==> config.mk <==
export PLATFORM = sky130hd
export DESIGN_NAME = isp_flash_ctrl
export DESIGN_NICKNAME = d
export VERILOG_FILES = /design/src/rtl/isp_pkg.sv /design/src/rtl/isp_op_if.sv /design/src/rtl/isp_flash_ctrl.sv /design/src/rtl/isp_flash_seq.sv /design/src/rtl/isp_sync2.sv
export SDC_FILE = /design/constraint.sdc
export NUM_CORES = 1
export LEC_CHECK = 0
export ABC_AREA = 0
export BUFFER_PORTS_ARGS = -buffer_cell sky130_fd_sc_hd__buf_2
export CAP_MARGIN = 10
export CORE_UTILIZATION = 26
export DETAILED_ROUTE_END_ITERATION = 8
export GPL_TIMING_DRIVEN = 0
export SLEW_MARGIN = 30
export SYNTH_ARGS = -nofsm -noshare
export SYNTH_HDL_FRONTEND = slang
export SYNTH_SLANG_ARGS = --single-unit
==> constraint.sdc <==
create_clock -name clk_i -period 1.8 [get_ports clk_i]
set_input_delay 0.54 -clock clk_i [delete_from_list [all_inputs] [get_ports clk_i]]
set_output_delay 0.54 -clock clk_i [all_outputs]
set_load 0.02 [all_outputs]
==> src/rtl/isp_pkg.sv <==
/*
 Constants for the in-system flash programming block: register offsets,
 field positions, operation codes and timing counts.
 Assumes a 100 MHz core clock and an 8-bit special function register bus.
*/
// Function
// - Software reset bit resets whole device, self-clears
// - Reading reset bit shows hardware boot reboot
// - Read-only flag shows executing bank
// - Loader select bit steers fetches to loader
// - Enable bit enters mode running selected operation
// - Idle request starts operation while enabled
// - Clearing enable restores normal idle behaviour
// - Two address bytes form 16-bit flash address
// - Data register supplies program byte, returns reads
// - Bank bit picks application or loader flash
// - Mode register holds active-low flash enables
// - Code 0010 erases whole selected bank
// - Code 0001 programs addressed byte
// - Code 0000 reads addressed byte
package isp_pkg;
	// Register offsets on the special function register bus
	localparam logic [7:0] OFS_CHIP_CONTROL = 8'h9f;
	localparam logic [7:0] OFS_ADDR_LOW     = 8'hac;
	localparam logic [7:0] OFS_ADDR_HIGH    = 8'had;
	localparam logic [7:0] OFS_DATA_BYTE    = 8'hae;
	localparam logic [7:0] OFS_OP_MODE      = 8'haf;

	// Chip control fields
	localparam int BIT_SW_RESET    = 7;
	localparam int BIT_EXEC_BANK   = 2;
	localparam int BIT_LOADER_SEL  = 1;
	localparam int BIT_PROG_ENABLE = 0;

	// Operation mode fields
	localparam int BIT_BANK_SEL    = 6;
	localparam int BIT_OE_N        = 5;
	localparam int BIT_CE_N        = 4;
	localparam int OP_CODE_MSB     = 3;

	// Reset values
	localparam logic [7:0] RST_BYTE    = 8'h00;
	localparam logic [7:0] RST_OP_MODE = 8'h30;

	// Operation codes
	localparam logic [3:0] OP_READ    = 4'h0;
	localparam logic [3:0] OP_PROGRAM = 4'h1;
	localparam logic [3:0] OP_ERASE   = 4'h2;

	// Software reset pulse width
	localparam int CLK_PERIOD_NS     = 10;
	localparam int SW_RESET_NS       = 40;
	localparam int SW_RESET_CYCLES   =
		(SW_RESET_NS + CLK_PERIOD_NS - 1) / CLK_PERIOD_NS;
	localparam logic [3:0] SW_RESET_LAST = 4'(SW_RESET_CYCLES - 1);
endpackage

==> src/rtl/isp_op_if.sv <==
/*
 Carrier between the register side and the flash sequencer.
 Assumes both ends share clk_i.
*/
`timescale 1ns/1ns
`default_nettype none
interface isp_op_if;
	logic        start;
	logic [3:0]  op_code;
	logic        bank;
	logic        oe_n;
	logic        ce_n;
	logic [15:0] addr;
	logic [7:0]  wdata;
	logic        done;
	logic        rd_valid;
	logic [7:0]  rdata;

	modport ctrl (
		output start, op_code, bank, oe_n, ce_n, addr, wdata,
		input  done, rd_valid, rdata
	);
	modport seq (
		input  start, op_code, bank, oe_n, ce_n, addr, wdata,
		output done, rd_valid, rdata
	);
endinterface
`default_nettype wire

==> src/rtl/isp_flash_ctrl.sv <==
/*
 In-system flash programming control: the special function registers,
 the idle-request trigger, core stall, software reset and loader select.
 Assumes the core presents one-cycle SFR read/write strobes on clk_i,
 a one-cycle pulse when it sets the idle request bit, and an external
 reset controller that turns sw_reset_o into a whole-device reset.
*/
`timescale 1ns/1ns
`default_nettype none
module isp_flash_ctrl (
	// Clock and reset
	input  wire logic        clk_i,
	input  wire logic        rst_b_i,
	// Special function register bus
	input  wire logic [7:0]  sfr_addr_i,
	input  wire logic        sfr_wr_i,
	input  wire logic        sfr_rd_i,
	input  wire logic [7:0]  sfr_wdata_i,
	output logic [7:0]       sfr_rdata_o,
	output logic             sfr_hit_o,
	// Core status and control
	input  wire logic        idle_request_bit_i,
	input  wire logic        wake_i,
	input  wire logic        exec_in_loader_i,
	output logic             core_stall_o,
	output logic             core_idle_o,
	output logic             loader_fetch_o,
	output logic             sw_reset_o,
	// Boot strap pin
	input  wire logic        hw_boot_pin_i,
	// Flash arrays
	input  wire logic        flash_ack_i,
	input  wire logic [7:0]  flash_rdata_i,
	output logic             flash_req_o,
	output logic             flash_erase_o,
	output logic             flash_program_o,
	output logic             flash_bank_o,
	output logic             flash_oe_n_o,
	output logic             flash_ce_n_o,
	output logic [15:0]      flash_addr_o,
	output logic [7:0]       flash_wdata_o
);
	isp_op_if op ();

	// Register decode, used for both reads and writes
	function automatic logic [2:0] reg_sel(input logic [7:0] a);
		case (a)
		isp_pkg::OFS_CHIP_CONTROL: reg_sel = 3'h1;
		isp_pkg::OFS_ADDR_LOW:     reg_sel = 3'h2;
		isp_pkg::OFS_ADDR_HIGH:    reg_sel = 3'h3;
		isp_pkg::OFS_DATA_BYTE:    reg_sel = 3'h4;
		isp_pkg::OFS_OP_MODE:      reg_sel = 3'h5;
		default:                   reg_sel = 3'h0;
		endcase
	endfunction

	logic [2:0] sel;
	logic       wr_ctrl;
	logic       wr_alo;
	logic       wr_ahi;
	logic       wr_data;
	logic       wr_mode;

	assign sel     = reg_sel(sfr_addr_i);
	assign wr_ctrl = sfr_wr_i && (sel == 3'h1);
	assign wr_alo  = sfr_wr_i && (sel == 3'h2);
	assign wr_ahi  = sfr_wr_i && (sel == 3'h3);
	assign wr_data = sfr_wr_i && (sel == 3'h4);
	assign wr_mode = sfr_wr_i && (sel == 3'h5);

	// Boot strap: synchronised, then captured once after reset release
	logic hw_boot_sync;
	logic boot_taken_r, boot_taken_nxt;
	logic hw_boot_r, hw_boot_nxt;

	isp_sync2 u_boot_sync (
		.clk_i   (clk_i),
		.rst_b_i (rst_b_i),
		.d_i     (hw_boot_pin_i),
		.q_o     (hw_boot_sync)
	);

	// Synchroniser needs two edges before its output means anything
	logic [1:0] boot_wait_r, boot_wait_nxt;

	always_comb begin
		boot_wait_nxt  = boot_wait_r;
		boot_taken_nxt = boot_taken_r;
		hw_boot_nxt    = hw_boot_r;
		if (!boot_taken_r) begin
			if (boot_wait_r == 2'h2) begin
				boot_taken_nxt = 1'b1;
				hw_boot_nxt    = hw_boot_sync;
			end else begin
				boot_wait_nxt = boot_wait_r + 2'h1;
			end
		end
	end

	always_ff @(posedge clk_i or negedge rst_b_i) begin
		if (!rst_b_i) begin
			boot_wait_r  <= 2'h0;
			boot_taken_r <= 1'b0;
			hw_boot_r    <= 1'b0;
		end else begin
			boot_wait_r  <= boot_wait_nxt;
			boot_taken_r <= boot_taken_nxt;
			hw_boot_r    <= hw_boot_nxt;
		end
	end

	// Chip control: enable, loader select, software reset
	logic       prog_en_r, prog_en_nxt;
	logic       ldr_sel_r, ldr_sel_nxt;
	logic       software_reset_request_r, software_reset_request_nxt;
	logic [3:0] software_reset_request_cnt_r, software_reset_request_cnt_nxt;

	always_comb begin
		prog_en_nxt   = prog_en_r;
		ldr_sel_nxt   = ldr_sel_r;
		software_reset_request_nxt     = software_reset_request_r;
		software_reset_request_cnt_nxt = software_reset_request_cnt_r;
		if (wr_ctrl) begin
			prog_en_nxt = sfr_wdata_i[isp_pkg::BIT_PROG_ENABLE];
			ldr_sel_nxt = sfr_wdata_i[isp_pkg::BIT_LOADER_SEL];
		end
		// Pulse runs its full width, then the bit clears itself
		if (software_reset_request_r) begin
			if (software_reset_request_cnt_r == isp_pkg::SW_RESET_LAST) begin
				software_reset_request_nxt     = 1'b0;
				software_reset_request_cnt_nxt = 4'h0;
			end else begin
				software_reset_request_cnt_nxt = software_reset_request_cnt_r + 4'h1;
			end
		end else if (wr_ctrl && sfr_wdata_i[isp_pkg::BIT_SW_RESET]) begin
			software_reset_request_nxt = 1'b1;
		end
	end

	always_ff @(posedge clk_i or negedge rst_b_i) begin
		if (!rst_b_i) begin
			prog_en_r   <= 1'b0;
			ldr_sel_r   <= 1'b0;
			software_reset_request_r     <= 1'b0;
			software_reset_request_cnt_r <= 4'h0;
		end else begin
			prog_en_r   <= prog_en_nxt;
			ldr_sel_r   <= ldr_sel_nxt;
			software_reset_request_r     <= software_reset_request_nxt;
			software_reset_request_cnt_r <= software_reset_request_cnt_nxt;
		end
	end

	// Address, data and operation mode registers
	logic [7:0] addr_lo_r, addr_lo_nxt;
	logic [7:0] addr_hi_r, addr_hi_nxt;
	logic [7:0] data_r, data_nxt;
	logic [7:0] mode_r, mode_nxt;

	always_comb begin
		addr_lo_nxt = wr_alo ? sfr_wdata_i : addr_lo_r;
		addr_hi_nxt = wr_ahi ? sfr_wdata_i : addr_hi_r;
		mode_nxt    = wr_mode ? sfr_wdata_i : mode_r;
		mode_nxt[7] = 1'b0;
		// Returned read byte wins; the core is stalled anyway
		if (op.rd_valid) begin
			data_nxt = op.rdata;
		end else if (wr_data) begin
			data_nxt = sfr_wdata_i;
		end else begin
			data_nxt = data_r;
		end
	end

	always_ff @(posedge clk_i or negedge rst_b_i) begin
		if (!rst_b_i) begin
			addr_lo_r <= isp_pkg::RST_BYTE;
			addr_hi_r <= isp_pkg::RST_BYTE;
			data_r    <= isp_pkg::RST_BYTE;
			mode_r    <= isp_pkg::RST_OP_MODE;
		end else begin
			addr_lo_r <= addr_lo_nxt;
			addr_hi_r <= addr_hi_nxt;
			data_r    <= data_nxt;
			mode_r    <= mode_nxt;
		end
	end

	// Operation fields handed to the sequencer
	assign op.addr    = {addr_hi_r, addr_lo_r};
	assign op.wdata   = data_r;
	assign op.bank    = mode_r[isp_pkg::BIT_BANK_SEL];
	assign op.oe_n    = mode_r[isp_pkg::BIT_OE_N];
	assign op.ce_n    = mode_r[isp_pkg::BIT_CE_N];
	assign op.op_code = mode_r[isp_pkg::OP_CODE_MSB:0];

	// Idle request: flash operation in programming mode, true idle else
	typedef enum logic [1:0] {C_RUN, C_FLASH, C_IDLE} core_state_t;

	core_state_t core_r, core_nxt;
	logic        start_r, start_nxt;
	logic        stall_r, stall_nxt;
	logic        idle_r, idle_nxt;

	always_comb begin
		core_nxt  = core_r;
		start_nxt = 1'b0;
		stall_nxt = stall_r;
		idle_nxt  = idle_r;
		case (core_r)
		C_RUN: if (idle_request_bit_i) begin
			if (prog_en_r) begin
				start_nxt = 1'b1;
				stall_nxt = 1'b1;
				core_nxt  = C_FLASH;
			end else begin
				idle_nxt = 1'b1;
				core_nxt = C_IDLE;
			end
		end
		C_FLASH: if (op.done) begin
			stall_nxt = 1'b0;
			core_nxt  = C_RUN;
		end
		C_IDLE: if (wake_i) begin
			idle_nxt = 1'b0;
			core_nxt = C_RUN;
		end
		default: core_nxt = C_RUN;
		endcase
	end

	always_ff @(posedge clk_i or negedge rst_b_i) begin
		if (!rst_b_i) begin
			core_r  <= C_RUN;
			start_r <= 1'b0;
			stall_r <= 1'b0;
			idle_r  <= 1'b0;
		end else begin
			core_r  <= core_nxt;
			start_r <= start_nxt;
			stall_r <= stall_nxt;
			idle_r  <= idle_nxt;
		end
	end

	assign op.start = start_r;

	isp_flash_seq u_seq (
		.clk_i           (clk_i),
		.rst_b_i         (rst_b_i),
		.op              (op.seq),
		.flash_ack_i     (flash_ack_i),
		.flash_rdata_i   (flash_rdata_i),
		.flash_req_o     (flash_req_o),
		.flash_erase_o   (flash_erase_o),
		.flash_program_o (flash_program_o),
		.flash_bank_o    (flash_bank_o),
		.flash_oe_n_o    (flash_oe_n_o),
		.flash_ce_n_o    (flash_ce_n_o),
		.flash_addr_o    (flash_addr_o),
		.flash_wdata_o   (flash_wdata_o)
	);

	// Read path, registered one cycle after the strobe
	logic [7:0] rdata_r, rdata_nxt;
	logic       hit_r, hit_nxt;
	logic [7:0] ctrl_view;

	always_comb begin
		ctrl_view = 8'h00;
		ctrl_view[isp_pkg::BIT_SW_RESET]    = hw_boot_r;
		ctrl_view[isp_pkg::BIT_EXEC_BANK]   = exec_in_loader_i;
		ctrl_view[isp_pkg::BIT_LOADER_SEL]  = ldr_sel_r;
		ctrl_view[isp_pkg::BIT_PROG_ENABLE] = prog_en_r;
	end

	always_comb begin
		rdata_nxt = rdata_r;
		hit_nxt   = 1'b0;
		if (sfr_rd_i) begin
			hit_nxt = (sel != 3'h0);
			case (sel)
			3'h1:    rdata_nxt = ctrl_view;
			3'h2:    rdata_nxt = addr_lo_r;
			3'h3:    rdata_nxt = addr_hi_r;
			3'h4:    rdata_nxt = data_r;
			3'h5:    rdata_nxt = mode_r;
			default: rdata_nxt = 8'h00;
			endcase
		end
	end

	// Outputs held in flops
	logic ldr_fetch_r;
	logic software_reset_request_out_r;

	always_ff @(posedge clk_i or negedge rst_b_i) begin
		if (!rst_b_i) begin
			rdata_r     <= 8'h00;
			hit_r       <= 1'b0;
			ldr_fetch_r <= 1'b0;
			software_reset_request_out_r <= 1'b0;
		end else begin
			rdata_r     <= rdata_nxt;
			hit_r       <= hit_nxt;
			ldr_fetch_r <= ldr_sel_nxt;
			software_reset_request_out_r <= software_reset_request_nxt;
		end
	end

	assign sfr_rdata_o    = rdata_r;
	assign sfr_hit_o      = hit_r;
	assign core_stall_o   = stall_r;
	assign core_idle_o    = idle_r;
	assign loader_fetch_o = ldr_fetch_r;
	assign sw_reset_o     = software_reset_request_out_r;
endmodule // isp_flash_ctrl
`default_nettype wire

==> src/rtl/isp_flash_seq.sv <==
/*
 Flash sequencer: runs one erase, program or read on the flash arrays.
 Assumes the flash arrays sit on clk_i and answer each request with a
 one-cycle flash_ack_i, read data valid in that cycle.
*/
`timescale 1ns/1ns
`default_nettype none
module isp_flash_seq (
	// Clock and reset
	input  wire logic        clk_i,
	input  wire logic        rst_b_i,
	// Operation carrier
	isp_op_if.seq            op,
	// Flash array
	input  wire logic        flash_ack_i,
	input  wire logic [7:0]  flash_rdata_i,
	output logic             flash_req_o,
	output logic             flash_erase_o,
	output logic             flash_program_o,
	output logic             flash_bank_o,
	output logic             flash_oe_n_o,
	output logic             flash_ce_n_o,
	output logic [15:0]      flash_addr_o,
	output logic [7:0]       flash_wdata_o
);
	typedef enum logic [1:0] {S_IDLE, S_BUSY, S_DONE} seq_state_t;

	seq_state_t  state_r, state_nxt;
	logic        req_r, req_nxt;
	logic        erase_r, erase_nxt;
	logic        prog_r, prog_nxt;
	logic        bank_r, bank_nxt;
	logic        oe_n_r, oe_n_nxt;
	logic        ce_n_r, ce_n_nxt;
	logic [15:0] addr_r, addr_nxt;
	logic [7:0]  wdata_r, wdata_nxt;
	logic [7:0]  rdata_r, rdata_nxt;
	logic        done_r, done_nxt;
	logic        rdv_r, rdv_nxt;
	logic        legal;

	// Enables must match the operation; anything else ends without access
	always_comb begin
		case (op.op_code)
		isp_pkg::OP_ERASE:   legal = op.oe_n && !op.ce_n;
		isp_pkg::OP_PROGRAM: legal = op.oe_n && !op.ce_n;
		isp_pkg::OP_READ:    legal = !op.oe_n && !op.ce_n;
		default:             legal = 1'b0;
		endcase
	end

	always_comb begin
		state_nxt = state_r;
		req_nxt   = req_r;
		erase_nxt = erase_r;
		prog_nxt  = prog_r;
		bank_nxt  = bank_r;
		oe_n_nxt  = oe_n_r;
		ce_n_nxt  = ce_n_r;
		addr_nxt  = addr_r;
		wdata_nxt = wdata_r;
		rdata_nxt = rdata_r;
		done_nxt  = 1'b0;
		rdv_nxt   = 1'b0;
		case (state_r)
		S_IDLE: if (op.start) begin
			bank_nxt  = op.bank;
			addr_nxt  = op.addr;
			wdata_nxt = op.wdata;
			if (legal) begin
				req_nxt   = 1'b1;
				oe_n_nxt  = op.oe_n;
				ce_n_nxt  = op.ce_n;
				erase_nxt = (op.op_code == isp_pkg::OP_ERASE);
				prog_nxt  = (op.op_code == isp_pkg::OP_PROGRAM);
				state_nxt = S_BUSY;
			end else begin
				state_nxt = S_DONE;
			end
		end
		S_BUSY: if (flash_ack_i) begin
			req_nxt   = 1'b0;
			oe_n_nxt  = 1'b1;
			ce_n_nxt  = 1'b1;
			rdv_nxt   = !erase_r && !prog_r;
			rdata_nxt = flash_rdata_i;
			erase_nxt = 1'b0;
			prog_nxt  = 1'b0;
			state_nxt = S_DONE;
		end
		S_DONE: begin
			done_nxt  = 1'b1;
			state_nxt = S_IDLE;
		end
		default: state_nxt = S_IDLE;
		endcase
	end

	always_ff @(posedge clk_i or negedge rst_b_i) begin
		if (!rst_b_i) begin
			state_r <= S_IDLE;
			req_r   <= 1'b0;
			erase_r <= 1'b0;
			prog_r  <= 1'b0;
			bank_r  <= 1'b0;
			oe_n_r  <= 1'b1;
			ce_n_r  <= 1'b1;
			addr_r  <= 16'h0000;
			wdata_r <= 8'h00;
			rdata_r <= 8'h00;
			done_r  <= 1'b0;
			rdv_r   <= 1'b0;
		end else begin
			state_r <= state_nxt;
			req_r   <= req_nxt;
			erase_r <= erase_nxt;
			prog_r  <= prog_nxt;
			bank_r  <= bank_nxt;
			oe_n_r  <= oe_n_nxt;
			ce_n_r  <= ce_n_nxt;
			addr_r  <= addr_nxt;
			wdata_r <= wdata_nxt;
			rdata_r <= rdata_nxt;
			done_r  <= done_nxt;
			rdv_r   <= rdv_nxt;
		end
	end

	assign op.done         = done_r;
	assign op.rd_valid     = rdv_r;
	assign op.rdata        = rdata_r;
	assign flash_req_o     = req_r;
	assign flash_erase_o   = erase_r;
	assign flash_program_o = prog_r;
	assign flash_bank_o    = bank_r;
	assign flash_oe_n_o    = oe_n_r;
	assign flash_ce_n_o    = ce_n_r;
	assign flash_addr_o    = addr_r;
	assign flash_wdata_o   = wdata_r;
endmodule // isp_flash_seq
`default_nettype wire

==> src/rtl/isp_sync2.sv <==
/*
 Two-flop synchroniser for a level from a pin.
 Assumes the level is slow compared with clk_i.
*/
`timescale 1ns/1ns
`default_nettype none
module isp_sync2 (
	// Clock and reset
	input  wire logic clk_i,
	input  wire logic rst_b_i,
	// Level
	input  wire logic d_i,
	output logic      q_o
);
	logic meta_r;
	logic sync_r;

	always_ff @(posedge clk_i or negedge rst_b_i) begin
		if (!rst_b_i) begin
			meta_r <= 1'b0;
			sync_r <= 1'b0;
		end else begin
			meta_r <= d_i;
			sync_r <= meta_r;
		end
	end

	assign q_o = sync_r;
endmodule // isp_sync2
`default_nettype wire

After elaboration in Yosys (flattened, before gate mapping):

Cells that the tools add are included.

* register bits: 100
* input bits: 33
* output and inout port bits: 43

* $add $sub $neg: 2
* equal/unequal tests: 26
* muxes and demuxes: 52
* bitwise logic cells: 2
* reduce and logical (&&, ||, !) cells: 31

Operators with widths (count)
* $eq 8x8->1 const B: 5
* $pmux 8 s5: 1
* $mux 1: 30
* $mux 8: 2
* $pmux 1 s2: 8
* $pmux 3 s5: 1
* $mux 2: 7
* $ne 2x2->1 const B: 6
* $reduce_and 4->1: 3
* $reduce_and 2->1: 5
* $logic_and 1x1->1: 9
* $eq 4x2->1 const B: 2
* $reduce_bool 2->1: 4
* $eq 2x2->1 const B: 3
* $eq 3x2->1 const B: 2
* $eq 3x3->1 const B: 2
* $pmux 2 s3: 1
* $add 4x1->4 const B: 1
* $eq 2x1->1 const B: 2
* $eq 4x1->1 const B: 1
* $logic_not 1->1: 4
* $logic_not 2->1: 2
* $logic_not 4->1: 1
* $mux 4: 1
* 8 further kinds: 10

Depth between registers and ports, before layout:

Gate-level depths: netlist (run 1).

* depth after elaboration: 7
* gate-level depth with buffers: 6
* depth with buffers taken out: 5

Hierarchy:

A second synthesis (run 1) with hierarchy kept.

* cells, all modules: 309
* area total of the unflattened synthesis: 4384.2 um^2

Modules (own cells, without submodules)
* isp_flash_ctrl: instances 1, cells an instance 198, area each 2633.8 um^2, seq. area each 1403.8 um^2
* isp_flash_seq: instances 1, cells an instance 109, area each 1700.4 um^2, seq. area each 1053.5 um^2
* isp_sync2: instances 1, cells an instance 2, area each 50.0 um^2, seq. area each 50.0 um^2

Least setup slack after synthesis (run 1):

No wires, ideal clock.

* kind: input to register
* start: input sfr_addr_i[6]
* end: register mode_r[3]
* library setup time: 128 ps
* data arrival time: 1458 ps
* setup slack: 215 ps
* stages: 4
* path through: nand4b_4 -> nor2_8 -> nand4_4 -> mux2_1

* cells in the longest elaborated chain, start to end: 4

Ends and longest elaborated chain
* start: declaration: line isp_flash_ctrl.sv:15 `input wire logic [7:0] sfr_addr_i,`
* $eq 8x8->1: line isp_flash_ctrl.sv:47 `case (a)`
* $pmux 3 s5 *: line isp_flash_ctrl.sv:47
* $eq 3x3->1 *: line isp_flash_ctrl.sv:69 `assign wr_mode = sfr_wr_i && (sel == 3'h5);`
* $logic_and 1x1->1 *: line isp_flash_ctrl.sv:69
* end signal: assignment: line isp_flash_ctrl.sv:180 `mode_r <= isp_pkg::RST_OP_MODE;`
* end signal: assignment: line isp_flash_ctrl.sv:185 `mode_r <= mode_nxt;`
* end: declaration: line isp_flash_ctrl.sv:158 `logic [7:0] mode_r, mode_nxt;`

Every way passes the cells marked *; elsewhere a longest branch is shown, timed or not.
A chain may end at the register's enable or synchronous reset.

Final worst setup path (run 1):

* start: register u_seq.rdv_r, in the netlist u_seq.op.rd_valid
* end: register data_r[4]

* cells in the longest elaborated chain, start to end: 1

Ends and longest elaborated chain
* start: declaration: line isp_flash_seq.sv:39 `logic rdv_r, rdv_nxt;`
* start signal: assignment: line isp_flash_seq.sv:125 `rdv_r <= rdv_nxt;`
* $mux 8 / $reduce_bool 2->1 (equally long branches)
* end signal: assignment: line isp_flash_ctrl.sv:179 `data_r <= isp_pkg::RST_BYTE;`
* end signal: assignment: line isp_flash_ctrl.sv:184 `data_r <= data_nxt;`
* end: declaration: line isp_flash_ctrl.sv:157 `logic [7:0] data_r, data_nxt;`

Parallel ways exist; a longest one is shown, timed or not.

==> results.md, run 1 <==
* Iter 0 DRT Violations at 179
* Post-Syn Area per Cell at 14.12 sq um
* WL/cell at between 15 and 20 microns
* Number of synthesized flops with an enable pin at 0
* DR DRC count at 0
* HP Class: in2async
* Most frequent cells in the layout: 96 x dfrtp_1, 78 x buf_2, 59 x mux2_2
* Core Area at 15940 sq um
* Post-CTS Setup Bufs at 0
* Clock Skews at between 0.007 and 0.008 ns
* Power Total at approximately 5.4 mW
* Overall global routing resource usage at 13.00%
* DR vias at 2724
* Seq/Total Area, Yosys at 58.79%
* Worst Setup Start Kind: register
* Crit share post-route at between 90% and 100%
* Row Count at between 40 and 50
* FF+latch count, synth at 100
* Fmax at ~610 MHz
* Min Clock Period, post-route at 1.628 ns
* Critical path class: reg2reg
* Synth Flop Type: dfrtp_1
* Cells after Synth at between 300 and 400
* Remaining Overflow, GRT at 0
* # port buffers at 75
* Most common cell after layout, fill and taps aside: dfrtp_1
* Crit Path Max Fanout at 10
* # diodes at 0
* Largest net degree at the start of global routing at between 60 and 70
* Area grow syn2layout at 24.20%
* Die area at about 17000 sq um
* Detailed Route WL at between 10000 and 15000 microns
* Die Ht at about 130 microns
* Unrepaired setup endpoints after global routing: false
* Die W at between 100 and 150 microns
* Worst EP arrival at between 1.5 and 2 ns
* Synth warnings at 0
* H-tree levels at 3
* Fin. Hold Viols at 0
* TritonCTS Buffers at 9
* Share of cells above drive strength 1 at between 40% and 50%
* Relative slew slack at between 40% and 50%
* Place WS at -0.1268 ns
* TritonRoute pass-1 iters at 4
* Fin Hold WS at 0.07538 ns
* Drt via density at ~4.5
* Clock insertion delay at the later pin of the skew report at 0.35 ns
* Initial antenna violation count at 0
* Outcome: completed
* Clock Sinks at 100
* Pwr dens at approximately 1000 nW/um^2
* Maximum root-to-sink buffer count at 2
* DP HPWL at around 7400 microns
* Root buf cell: clkbuf_16
* Crit. End Element: register
* Max-slew violations at 0
* Cell variety after synth at just over 50
* Global-route wire length before repair at ~16000 microns
* CTS tree: done
* Initial cell density of the core at a little over a quarter
* Peak supply drop at 0.4854 mV
* Post-synth ARST share at 100.0%
* Remaining antenna violation count after routing at 0
* Worst-margin pin slew at between 0.8 and 0.9 ns
* Clock slew at reported path FFs at ~0.070 ns
* Req. time, crit path at ~2.0 ns
* Vias in the first global route at about 2900
* Nets at 424
* Setup TNS at 0 ns
* Max-Cap Viols at 0
* Worst setup margin at roughly 0.17 ns
* Post-Syn Nets at around 340
* Synthesized area at roughly 4300 sq um
* Io pins at 76
* # setup viols final at 0
* Leakage at about 2.6 nW
* Final GP Congestion at 0.7718
## final timing paths
path | start | endpoint | slack, ns | cells after the start
setup / recovery | u_seq.op.rd_valid | data_r[4] | 0.17 | 5
hold / removal | rst_b_i | u_boot_sync.q_o | 0.08 | 1
setup reg to reg | u_seq.op.rd_valid | data_r[4] | 0.17 | 5
hold reg to reg | u_boot_sync.meta_r | u_boot_sync.q_o | 0.35 | 0
max in group asynchronous | rst_b_i | mode_r[5] | 1.05 | 2
min in group clk_i | hw_boot_pin_i | u_boot_sync.meta_r | 0.31 | 1
## synth_stat cells, types with 2 or more instances
library cell,count,area share [%]
a21oi_1,4,0.47
nor2b_1,2,0.29
nand3_4,2,0.82
o2bb2ai_1,4,0.82
a221oi_1,2,0.41
xnor2_1,2,0.41
nand2_1,17,1.5
a32o_1,2,0.47
dfstp_2,4,2.5
nor3_1,4,0.47
nor3b_1,2,0.35
inv_1,10,0.88
nand3b_1,2,0.35
nor2_1,13,1.1
o21ai_0,15,1.8
mux2i_1,10,2.3
a22oi_1,5,0.88
nand2b_1,2,0.29
ha_1,2,0.59
mux2_2,59,16
dfrtp_1,96,56
a22o_1,5,1.0
nand4b_4,2,1.1
mux2_4,2,0.70
o21ai_1,2,0.23
buf_2,4,0.47
mux4_1,4,2.5
## critical path, stage by stage (launching register included)
cell and delay, ns:
dfrtp_1 0.32, buf_1 0.64, a31oi_4 0.14, buf_4 0.24, nand2_1 0.07, o21ai_0 0.08
## cell type report
type / count / area [sq um]
fill: 1614 / 10650
sequential: 100 / 2507
multi-input combinational: 183 / 1679
timing repair buffer: 76 / 409.1
tap: 216 / 270.3
clock buffer: 12 / 246.5
clock inverter: 4 / 97.59
buffer: 8 / 46.29
inverter: 11 / 41.29
## where the power goes
part           leakage (nW)  total (mW)  switching (mW)  internal [mW]
Combinational          1.14       0.571           0.312          0.260
Clock                 0.163        2.21           0.810           1.40
Sequential             1.34        2.59           0.140           2.45
Total                  2.64        5.37            1.26           4.11
## logic make-up (layout without fill, tap and decap cells)
| logic type | Yosys count | in the layout | synth area share [%] |
|---|---|---|---|
| flops | 100 | 100 | 58.79 |
| mux | 77 | 77 | 21.88 |
| simple gates | 58 | 58 | 9.123 |
| compound gates | 43 | 43 | 6.952 |
| buf+inv | 19 | 111 | 2.053 |
| xor+xnor | 3 | 3 | 0.6161 |
| fa+ha+maj | 2 | 2 | 0.5866 |
## repair_timing
action                                  4_1_cts  5_1_grt
endpoints found under the setup margin        0        8
hold buffers                                  0        0
resized for setup                             0        1
## flip-flops by register name (all words and copies together) (netlist names), 2 cells and up
| name | cells |
|---|---|
| addr_lo_r | 8 |
| u_seq.op.rdata | 8 |
| u_seq.state_r | 2 |
| u_seq.flash_addr_o | 16 |
| mode_r | 7 |
| core_r | 2 |
| data_r | 8 |
| boot_wait_r | 2 |
| software_reset_request_cnt_r | 4 |
| u_seq.flash_wdata_o | 8 |
| addr_hi_r | 8 |
| sfr_rdata_o | 8 |
## per-layer routing
layer	wire length, microns	part of all wire (%)	track usage (%)	vias up
li1	-	-	-	1267
met1	4526	44	17.00	1378
met2	4991	49	20.96	71
met3	570	5.6	3.649	8
met4	114	1.1	3.694	0
met5	0	0	0	-
## stage by stage
step           util [%]  area, sq um  cells
2_1_floorplan         -         4265    302
3_5_place_dp      31.02         4945    594
4_1_cts           33.17         5289    610
6_report          33.23         5298    610
3_3_place_gp      30.80         4911    593
5_1_grt           33.23         5298    610
Power figures use the tool's default switching activity.
==> run 2: changes to the inputs <==
--- a/config.mk
+++ b/config.mk
@@ -8,9 +8,12 @@
 export ABC_AREA = 0
 export BUFFER_PORTS_ARGS = -buffer_cell sky130_fd_sc_hd__buf_2
 export CAP_MARGIN = 10
+export CELL_PAD_IN_SITES_DETAIL_PLACEMENT = 2
+export CELL_PAD_IN_SITES_GLOBAL_PLACEMENT = 2
 export CORE_UTILIZATION = 26
 export DETAILED_ROUTE_END_ITERATION = 8
 export GPL_TIMING_DRIVEN = 0
+export PLACE_DENSITY_LB_ADDON = 0.1
 export SLEW_MARGIN = 30
 export SYNTH_ARGS = -nofsm -noshare
 export SYNTH_HDL_FRONTEND = slang
==> run 2 against run 1 <==
Clock-buffer cell count increased by 2. Fmax fell by 3.4%. Register-to-register slack lost 0.06 ns. Clock skew shrank 0.0019 ns. Global-route usage increased by 1.9 points. Via count is 2.3% higher. Critical endpoint is now data_r[1]. Highest routed layer unchanged.
==> results.md, run 2 (synthesis results as in run 1) <==
* Crit path buffers/inverters at 2 (unchanged)
* Nets at 424 (unchanged)
* Crit-path leading delay family: buffers and inverters
* Switching Power at 1.291 mW (+2.3%)
* TritonCTS Buffers at 9 (unchanged)
* H-tree levels at 3 (unchanged)
* Initial antenna violation count at 0 (unchanged)
* Pwr dens at 976.8 nW/um^2 (-3.7%)
* Share of cells above drive strength 1 at 43.91% (-0.51 points)
* Combinational power share at 11.3% (+0.7 points)
* # port buffers at 75 (unchanged)
* Io pins at 76 (unchanged)
* Die area at 16920 sq um (unchanged)
* Crit share post-route at 93.67% (+3.2 points)
* Unrepaired setup endpoints after global routing: false
* # diodes at 0 (unchanged)
* DP HPWL at 7994 microns (+7.8%)
* Clock slew at reported path FFs at 0.07 ns (about the same)
* Reg-to-reg critical path startpoint: u_seq.op.rd_valid
* Clock Skews at 0.005167 ns (-0.001905 ns)
* Final GP Congestion at 0.6632 (-14%)
* Max FFs per register at 16 (unchanged)
* Clock insertion delay at the later pin of the skew report at 0.35 ns (about the same)
* Die Ht at 130.1 microns (unchanged)
* Crit Path Max Fanout at 10 (unchanged)
* Remaining Overflow, GRT at 0 (unchanged)
* DR DRC count at 0 (unchanged)
* Fin cells at 610 (unchanged)
* Global-route wire length before repair at 18170 microns (+13%)
* Overall global routing resource usage at 14.89% (+1.9 points)
* Max-slew violations at 0 (unchanged)
* Area grow syn2layout at 22.97%
* Sw frac at 25.20% (+1.7 points)
* Largest net degree at the start of global routing at 52 (-25%)
* CTS tree: done
* Critical path class: reg2reg
* Detailed Route WL at 11460 microns (+12%)
* Vias in the first global route at 3115 (+8.7%)
* Min Clock Period, post-route at 1.686 ns (+0.05800 ns)
* Placed Area at 4945 sq um (unchanged)
* WL/cell at 18.79 microns (+12%)
* Fin Hold WS at 0.1375 ns (+0.06212 ns)
* Maximum root-to-sink buffer count at 2 (unchanged)
* Inst Count DP at 594 (unchanged)
* Max-Cap Viols at 0 (unchanged)
* Initial cell density of the core at 26.75% (unchanged)
* TritonRoute pass-1 iters at 3 (-1)
* DR vias at 2787 (+2.3%)
* Die W at 130.1 microns (unchanged)
* Drt via density at 4.569 (+2.3%)
* Fmax at 593.1 MHz (-3.4%)
* CP max stage delay at 0.43 ns (-0.21 ns)
* HP Class: in2async
* Relative slew slack at 40.68% (-3.0 points)
* Iter 0 DRT Violations at 61 (-66%)
* Most common cell after layout, fill and taps aside: dfrtp_1
* Worst Setup Start Kind: register
* Worst EP arrival at 1.95 ns (+0.11 ns)
* Root buf cell: clkbuf_16
* Post-CTS Setup Bufs at 0 (unchanged)
* Crit. End Element: register
* Remaining antenna violation count after routing at 0 (unchanged)
* # setup viols final at 0 (unchanged)
* Core Area at 15940 sq um (unchanged)
* Peak supply drop at 0.4257 mV (-12%)
* Row Count at 46 (unchanged)
* Clock Sinks at 100 (unchanged)
* Post-route cell area at 5245 sq um (-0.99%)
* Worst-margin pin slew at 0.8897 ns (+0.04552 ns)
* Most frequent cells in the layout: 96 x dfrtp_1, 77 x buf_2, 59 x mux2_2
* Outcome: completed
* Sequential Power Share at 50.7% (+2.4 points)
* Fin. Hold Viols at 0 (unchanged)
* CP cell instances: buf_1 -> a31oi_4 -> buf_4 -> nand2_1 -> o21ai_0
* Leakage at 2.624 nW (-0.76%)
* Clock network fraction of total power at 38.0% (-3.1 points)
* Req. time, crit path at 2.06 ns (+0.05 ns)
* Slowest cell on the critical path: a31oi_4
* CP Launch Point: u_seq.op.rd_valid
* Int Power at 3.832 mW (-6.8%)
## run 2: final cells by class
type | count | area, sq um
Buffer | 8 | 48.80
Tap cell | 216 | 270.3
Multi-Input combinational cell | 183 | 1679
Sequential cell | 100 | 2507
Timing Repair Buffer | 76 | 409.1
Inverter | 11 | 41.29
Fill cell | 1704 | 10700
Clock inverter | 2 | 35.03
Clock buffer | 14 | 254.0
## run 2: path summary, 6_finish.rpt
check / endpoint / slack [ns] / cells after the start
worst max-delay path: data_r[1] / 0.11 / 5
worst min-delay path: boot_taken_r / 0.14 / 1
worst max register to register: data_r[1] / 0.11 / 5
worst min register to register: u_boot_sync.q_o / 0.36 / 0
max in group asynchronous: u_seq.flash_oe_n_o / 0.98 / 2
min in group clk_i: u_boot_sync.meta_r / 0.30 / 1
## run 2: repair_timing
| item | CTS | global route |
|---|---|---|
| cloned | 0 | 0 |
| gates resized for setup | 1 | 1 |
| endpoints found under the setup margin | 8 | 4 |
| hold buffers | 0 | 0 |
## run 2: power groups by stage
stage	clock network, mW	logic, mW	registers [mW]
global route	2.13	0.652	2.63
CTS	2.04	0.597	2.60
finish	1.95	0.577	2.60
global placement	0	0.562	2.64
floorplan	0	0.280	2.67
detailed placement	0	0.592	2.65
## run 2: through the flow
stage	utilization, %	setup TNS, ns	worst slack (ns)	power [mW]
floorplan	-	0	0.2147	2.947
global placement	30.80	-106.40	-1.073	3.199
detailed placement	31.02	-2.734	-0.1815	3.240
CTS	32.88	0	0.06130	5.241
global route	32.90	0	0.002076	5.411
finish	32.90	0	0.1139	5.123
## run 2: layer usage
metal  wire length [microns]  GRT usage [%]  vias to the layer above
met1                    5459          20.20                     1449
met3                     398          2.583                       12
met4                     211          7.182                        0
met2                    5389          23.03                       62
met5                       0              0                        -
li1                        -              -                     1264
==> run 3: changes to the inputs <==
--- a/config.mk
+++ b/config.mk
@@ -10,11 +10,12 @@
 export CAP_MARGIN = 10
 export CELL_PAD_IN_SITES_DETAIL_PLACEMENT = 2
 export CELL_PAD_IN_SITES_GLOBAL_PLACEMENT = 2
-export CORE_UTILIZATION = 26
+export CORE_UTILIZATION = 36
 export DETAILED_ROUTE_END_ITERATION = 8
 export GPL_TIMING_DRIVEN = 0
 export PLACE_DENSITY_LB_ADDON = 0.1
 export SLEW_MARGIN = 30
 export SYNTH_ARGS = -nofsm -noshare
 export SYNTH_HDL_FRONTEND = slang
+export SYNTH_HIERARCHICAL = 1
 export SYNTH_SLANG_ARGS = --single-unit
==> run 3 against run 2 <==
Power increased by 1.9%. Clock power decreased by 7%. Critical path type unchanged. First-iteration DRC count decreased by 36%. Flip-flop and latch count unchanged. Cell area increased by 0.67%. Fmax decreased by 0.33%. Combinational power increased by 29%. Sequential power increased by 3%. Global-route usage increased by 3.6 points.
==> results.md, run 3 <==
* Crit-path leading delay family: flip-flops
* Most numerous cell in the Yosys netlist: dfrtp_1
* HP Class: in2async
* Placed Area at 4967 sq um (+0.46%)
* Sw frac at 27.15% (+1.9 points)
* Number of synthesized flops with an enable pin at 0 (unchanged)
* Nets at 434 (+2.4%)
* DP HPWL at 7661 microns (-4.2%)
* Cell count along the critical path at 4 (-1)
* Clock Sinks at 100 (unchanged)
* # port buffers at 74 (-1.3%)
* Die W at 112.4 microns (-14%)
* Iter 0 DRT Violations at 39 (-36%)
* Min Clock Period, post-route at 1.692 ns (+0.005522 ns)
* Critical path class: reg2reg
* FF+latch count, synth at 100 (unchanged)
* Core Area at 11660 sq um (-27%)
* CP max stage delay at 0.59 ns (+0.16 ns)
* Int Power at 3.803 mW (-0.75%)
* Max-slew violations at 0 (unchanged)
* Outcome: completed
* Crit Path Max Fanout at 5 (-5)
* Vias in the first global route at 3070 (-1.4%)
* Most common cell after layout, fill and taps aside: dfrtp_1
* WL/cell at 19.61 microns (+4.4%)
* Fin Hold WS at 0.1496 ns (+0.01214 ns)
* Largest net degree at the start of global routing at 57 (+9.6%)
* # diodes at 0 (unchanged)
* Overall global routing resource usage at 18.51% (+3.6 points)
* Post-synth ARST share at 100.0% (unchanged)
* Fmax at 591.2 MHz (-0.33%)
* Cells after Synth at 309 (+2.3%)
* Slowest cell on the critical path: dfstp_2
* Remaining Overflow, GRT at 0 (unchanged)
* Post-Syn Area per Cell at 14.19 sq um (+0.46%)
* Synth area leader: dfrtp_1
* Synthesized area at 4384 sq um (+2.8%)
* Post-layout util at 45.27% (+12 points)
* Clock insertion delay at the later pin of the skew report at 0.35 ns (about the same)
* Req. time, crit path at 2.03 ns (-0.03 ns)
* Post-route cell area at 5280 sq um (+0.67%)
* Switching Power at 1.417 mW (+9.8%)
* Top post-synthesis cells by area: dfrtp_1 55%, mux2_2 21%, mux4_2 2.6%
* Share of cells above drive strength 1 at 50.12% (+6.2 points)
* Initial cell density of the core at 37.59% (+11 points)
* Fin. Hold Viols at 0 (unchanged)
* Combinational power share at 14.3% (+3.0 points)
* Row Count at 39 (-15%)
* Yosys top cell area share at 54.79% (-1.5 points)
* Seq/Total Area, Yosys at 57.19% (-1.6 points)
* # hold bufs at CTS at 0 (unchanged)
* CTS tree: done
* Relative slew slack at 59.93% (+19 points)
* Worst Setup Start Kind: register
* CTS resizes at 0 (-1)
* Worst-margin pin slew at 0.6010 ns (-0.2888 ns)
* FILL cells at 1177 (-31%)
* Setup TNS at 0 ns (unchanged)
* Worst EP arrival at 1.93 ns (-0.02 ns)
* Peak supply drop at 0.5323 mV (+25%)
* Global-route wire length before repair at 17310 microns (-4.7%)
* DR DRC count at 0 (unchanged)
* Post-Syn Nets at 344 (+2.1%)
* Max-Cap Viols at 0 (unchanged)
* Initial antenna violation count at 0 (unchanged)
* Synth warnings at 6 (+6)
* TritonCTS Buffers at 9 (unchanged)
* Crit. End Element: register
* Synth Flop Type: dfrtp_1
* Unrepaired setup endpoints after global routing: false
* Clock network fraction of total power at 34.6% (-3.4 points)
* Leakage at 2.615 nW (-0.36%)
* Die area at 12620 sq um (-25%)
* Clock slew at reported path FFs at 0.07 ns (about the same)
* H-tree levels at 3 (unchanged)
* Inst Count DP at 527 (-11%)
* Root buf cell: clkbuf_16
* Io pins at 76 (unchanged)
* Detailed Route WL at 10710 microns (-6.6%)
* Crit path buffers/inverters at 0 (-2)
* Area grow syn2layout at 20.43%
* Final GP Congestion at 0.6931 (+4.5%)
* Maximum root-to-sink buffer count at 2 (unchanged)
* Pwr dens at 988.7 nW/um^2 (+1.2%)
* Sequential Power Share at 51.1% (+0.4 points)
* CP cell instances: xor2_1 -> o21ai_2 -> o311ai_4 -> mux2_2
* Clock Skews at 0.009083 ns (+0.003916 ns)
* Most frequent cells in the layout: 96 x dfrtp_1, 80 x mux2_2, 74 x buf_2
* Fin cells at 546 (-10%)
* DR vias at 2800 (+0.47%)
* Drt via density at 5.128 (+12%)
* Crit share post-route at 93.98% (+0.31 points)
* Remaining antenna violation count after routing at 0 (unchanged)
* # setup viols final at 0 (unchanged)
* Most frequent cells after synthesis: 96 x dfrtp_1, 80 x mux2_2, 16 x inv_1
* TritonRoute pass-1 iters at 3 (unchanged)
* Cell variety after synth at 50 (-2.0%)
* Die Ht at 112.4 microns (-14%)
* Worst-case reg-to-reg path depth at 4 (-1)
* Max FFs per register at 16 (unchanged)
-- run 3: final cells by class --
class | count | area [sq um] | area share (%)
plain buffers | 11 | 100.1 | 1.896
clock inverters | 5 | 41.29 | 0.7820
multi-input cells | 182 | 1717 | 32.51
repair buffers | 79 | 446.7 | 8.460
inverters | 16 | 60.06 | 1.137
flip-flops and latches | 100 | 2507 | 47.49
well taps | 143 | 178.9 | 3.389
clock buffers | 10 | 229.0 | 4.337
-- run 3: kinds of logic (layout without fill, tap and decap cells) --
kind of cell	Yosys count	after routing	synth area share, %
AND/OR/NAND/NOR	60	60	9.361
adder cells (fa/ha/maj)	2	2	0.5707
XOR/XNOR	3	3	0.5994
buffers and inverters	27	121	3.653
multiplexers	88	88	23.80
AO/OA/AOI/OAI	29	29	4.823
flip-flops	100	100	57.19
-- run 3: power by group through the flow --
| stage | combinational [mW] | sequential [mW] | clock, mW |
|---|---|---|---|
| after floorplan | 0.391 | 2.75 | 0 |
| after global routing | 0.815 | 2.71 | 1.95 |
| after global placement | 0.717 | 2.69 | 0 |
| after CTS | 0.760 | 2.67 | 1.87 |
| after detailed placement | 0.752 | 2.71 | 0 |
| final | 0.746 | 2.67 | 1.81 |
-- run 3: worst paths after layout --
check | end | slack, ns | from
setup / recovery | u_seq/flash_erase_o | 0.11 | mode_r[5]
hold / removal | software_reset_request_cnt_r[3] | 0.15 | rst_b_i
min in group clk_i | u_boot_sync/meta_r | 0.30 | hw_boot_pin_i
max in group asynchronous | mode_r[4] | 0.98 | rst_b_i
setup reg to reg | u_seq/flash_erase_o | 0.11 | mode_r[5]
hold reg to reg | u_boot_sync/q_o | 0.36 | u_boot_sync/meta_r
-- run 3: repair_timing --
| action | CTS | global route |
|---|---|---|
| setup buffers | 0 | 4 |
| pin swaps | 1 | 1 |
| endpoints found under the setup margin | 10 | 19 |
-- run 3: per-stage QoR --
| stage | power (mW) | worst slack, ns |
|---|---|---|
| floorplan | 3.139 | 0.1349 |
| global placement | 3.412 | -0.9663 |
| detailed placement | 3.466 | -0.2147 |
| CTS | 5.302 | 0.006197 |
| global route | 5.473 | 0.03788 |
| finish | 5.221 | 0.1084 |
-- run 3: worst register-to-register path, stage by stage, from the launching register on --
cell and delay (ns):
dfstp_2 0.59, xor2_1 0.19, o21ai_2 0.13, o311ai_4 0.29
mux2_2 0.37
-- run 3: per-layer routing --
layer / wire length (microns) / vias up / global-route usage, %
li1: - / 1297 / -
met2: 5160 / 52 / 29.19
met4: 167 / 0 / 8.000
met5: 0 / - / 0
met3: 280 / 13 / 2.970
met1: 5099 / 1438 / 25.38
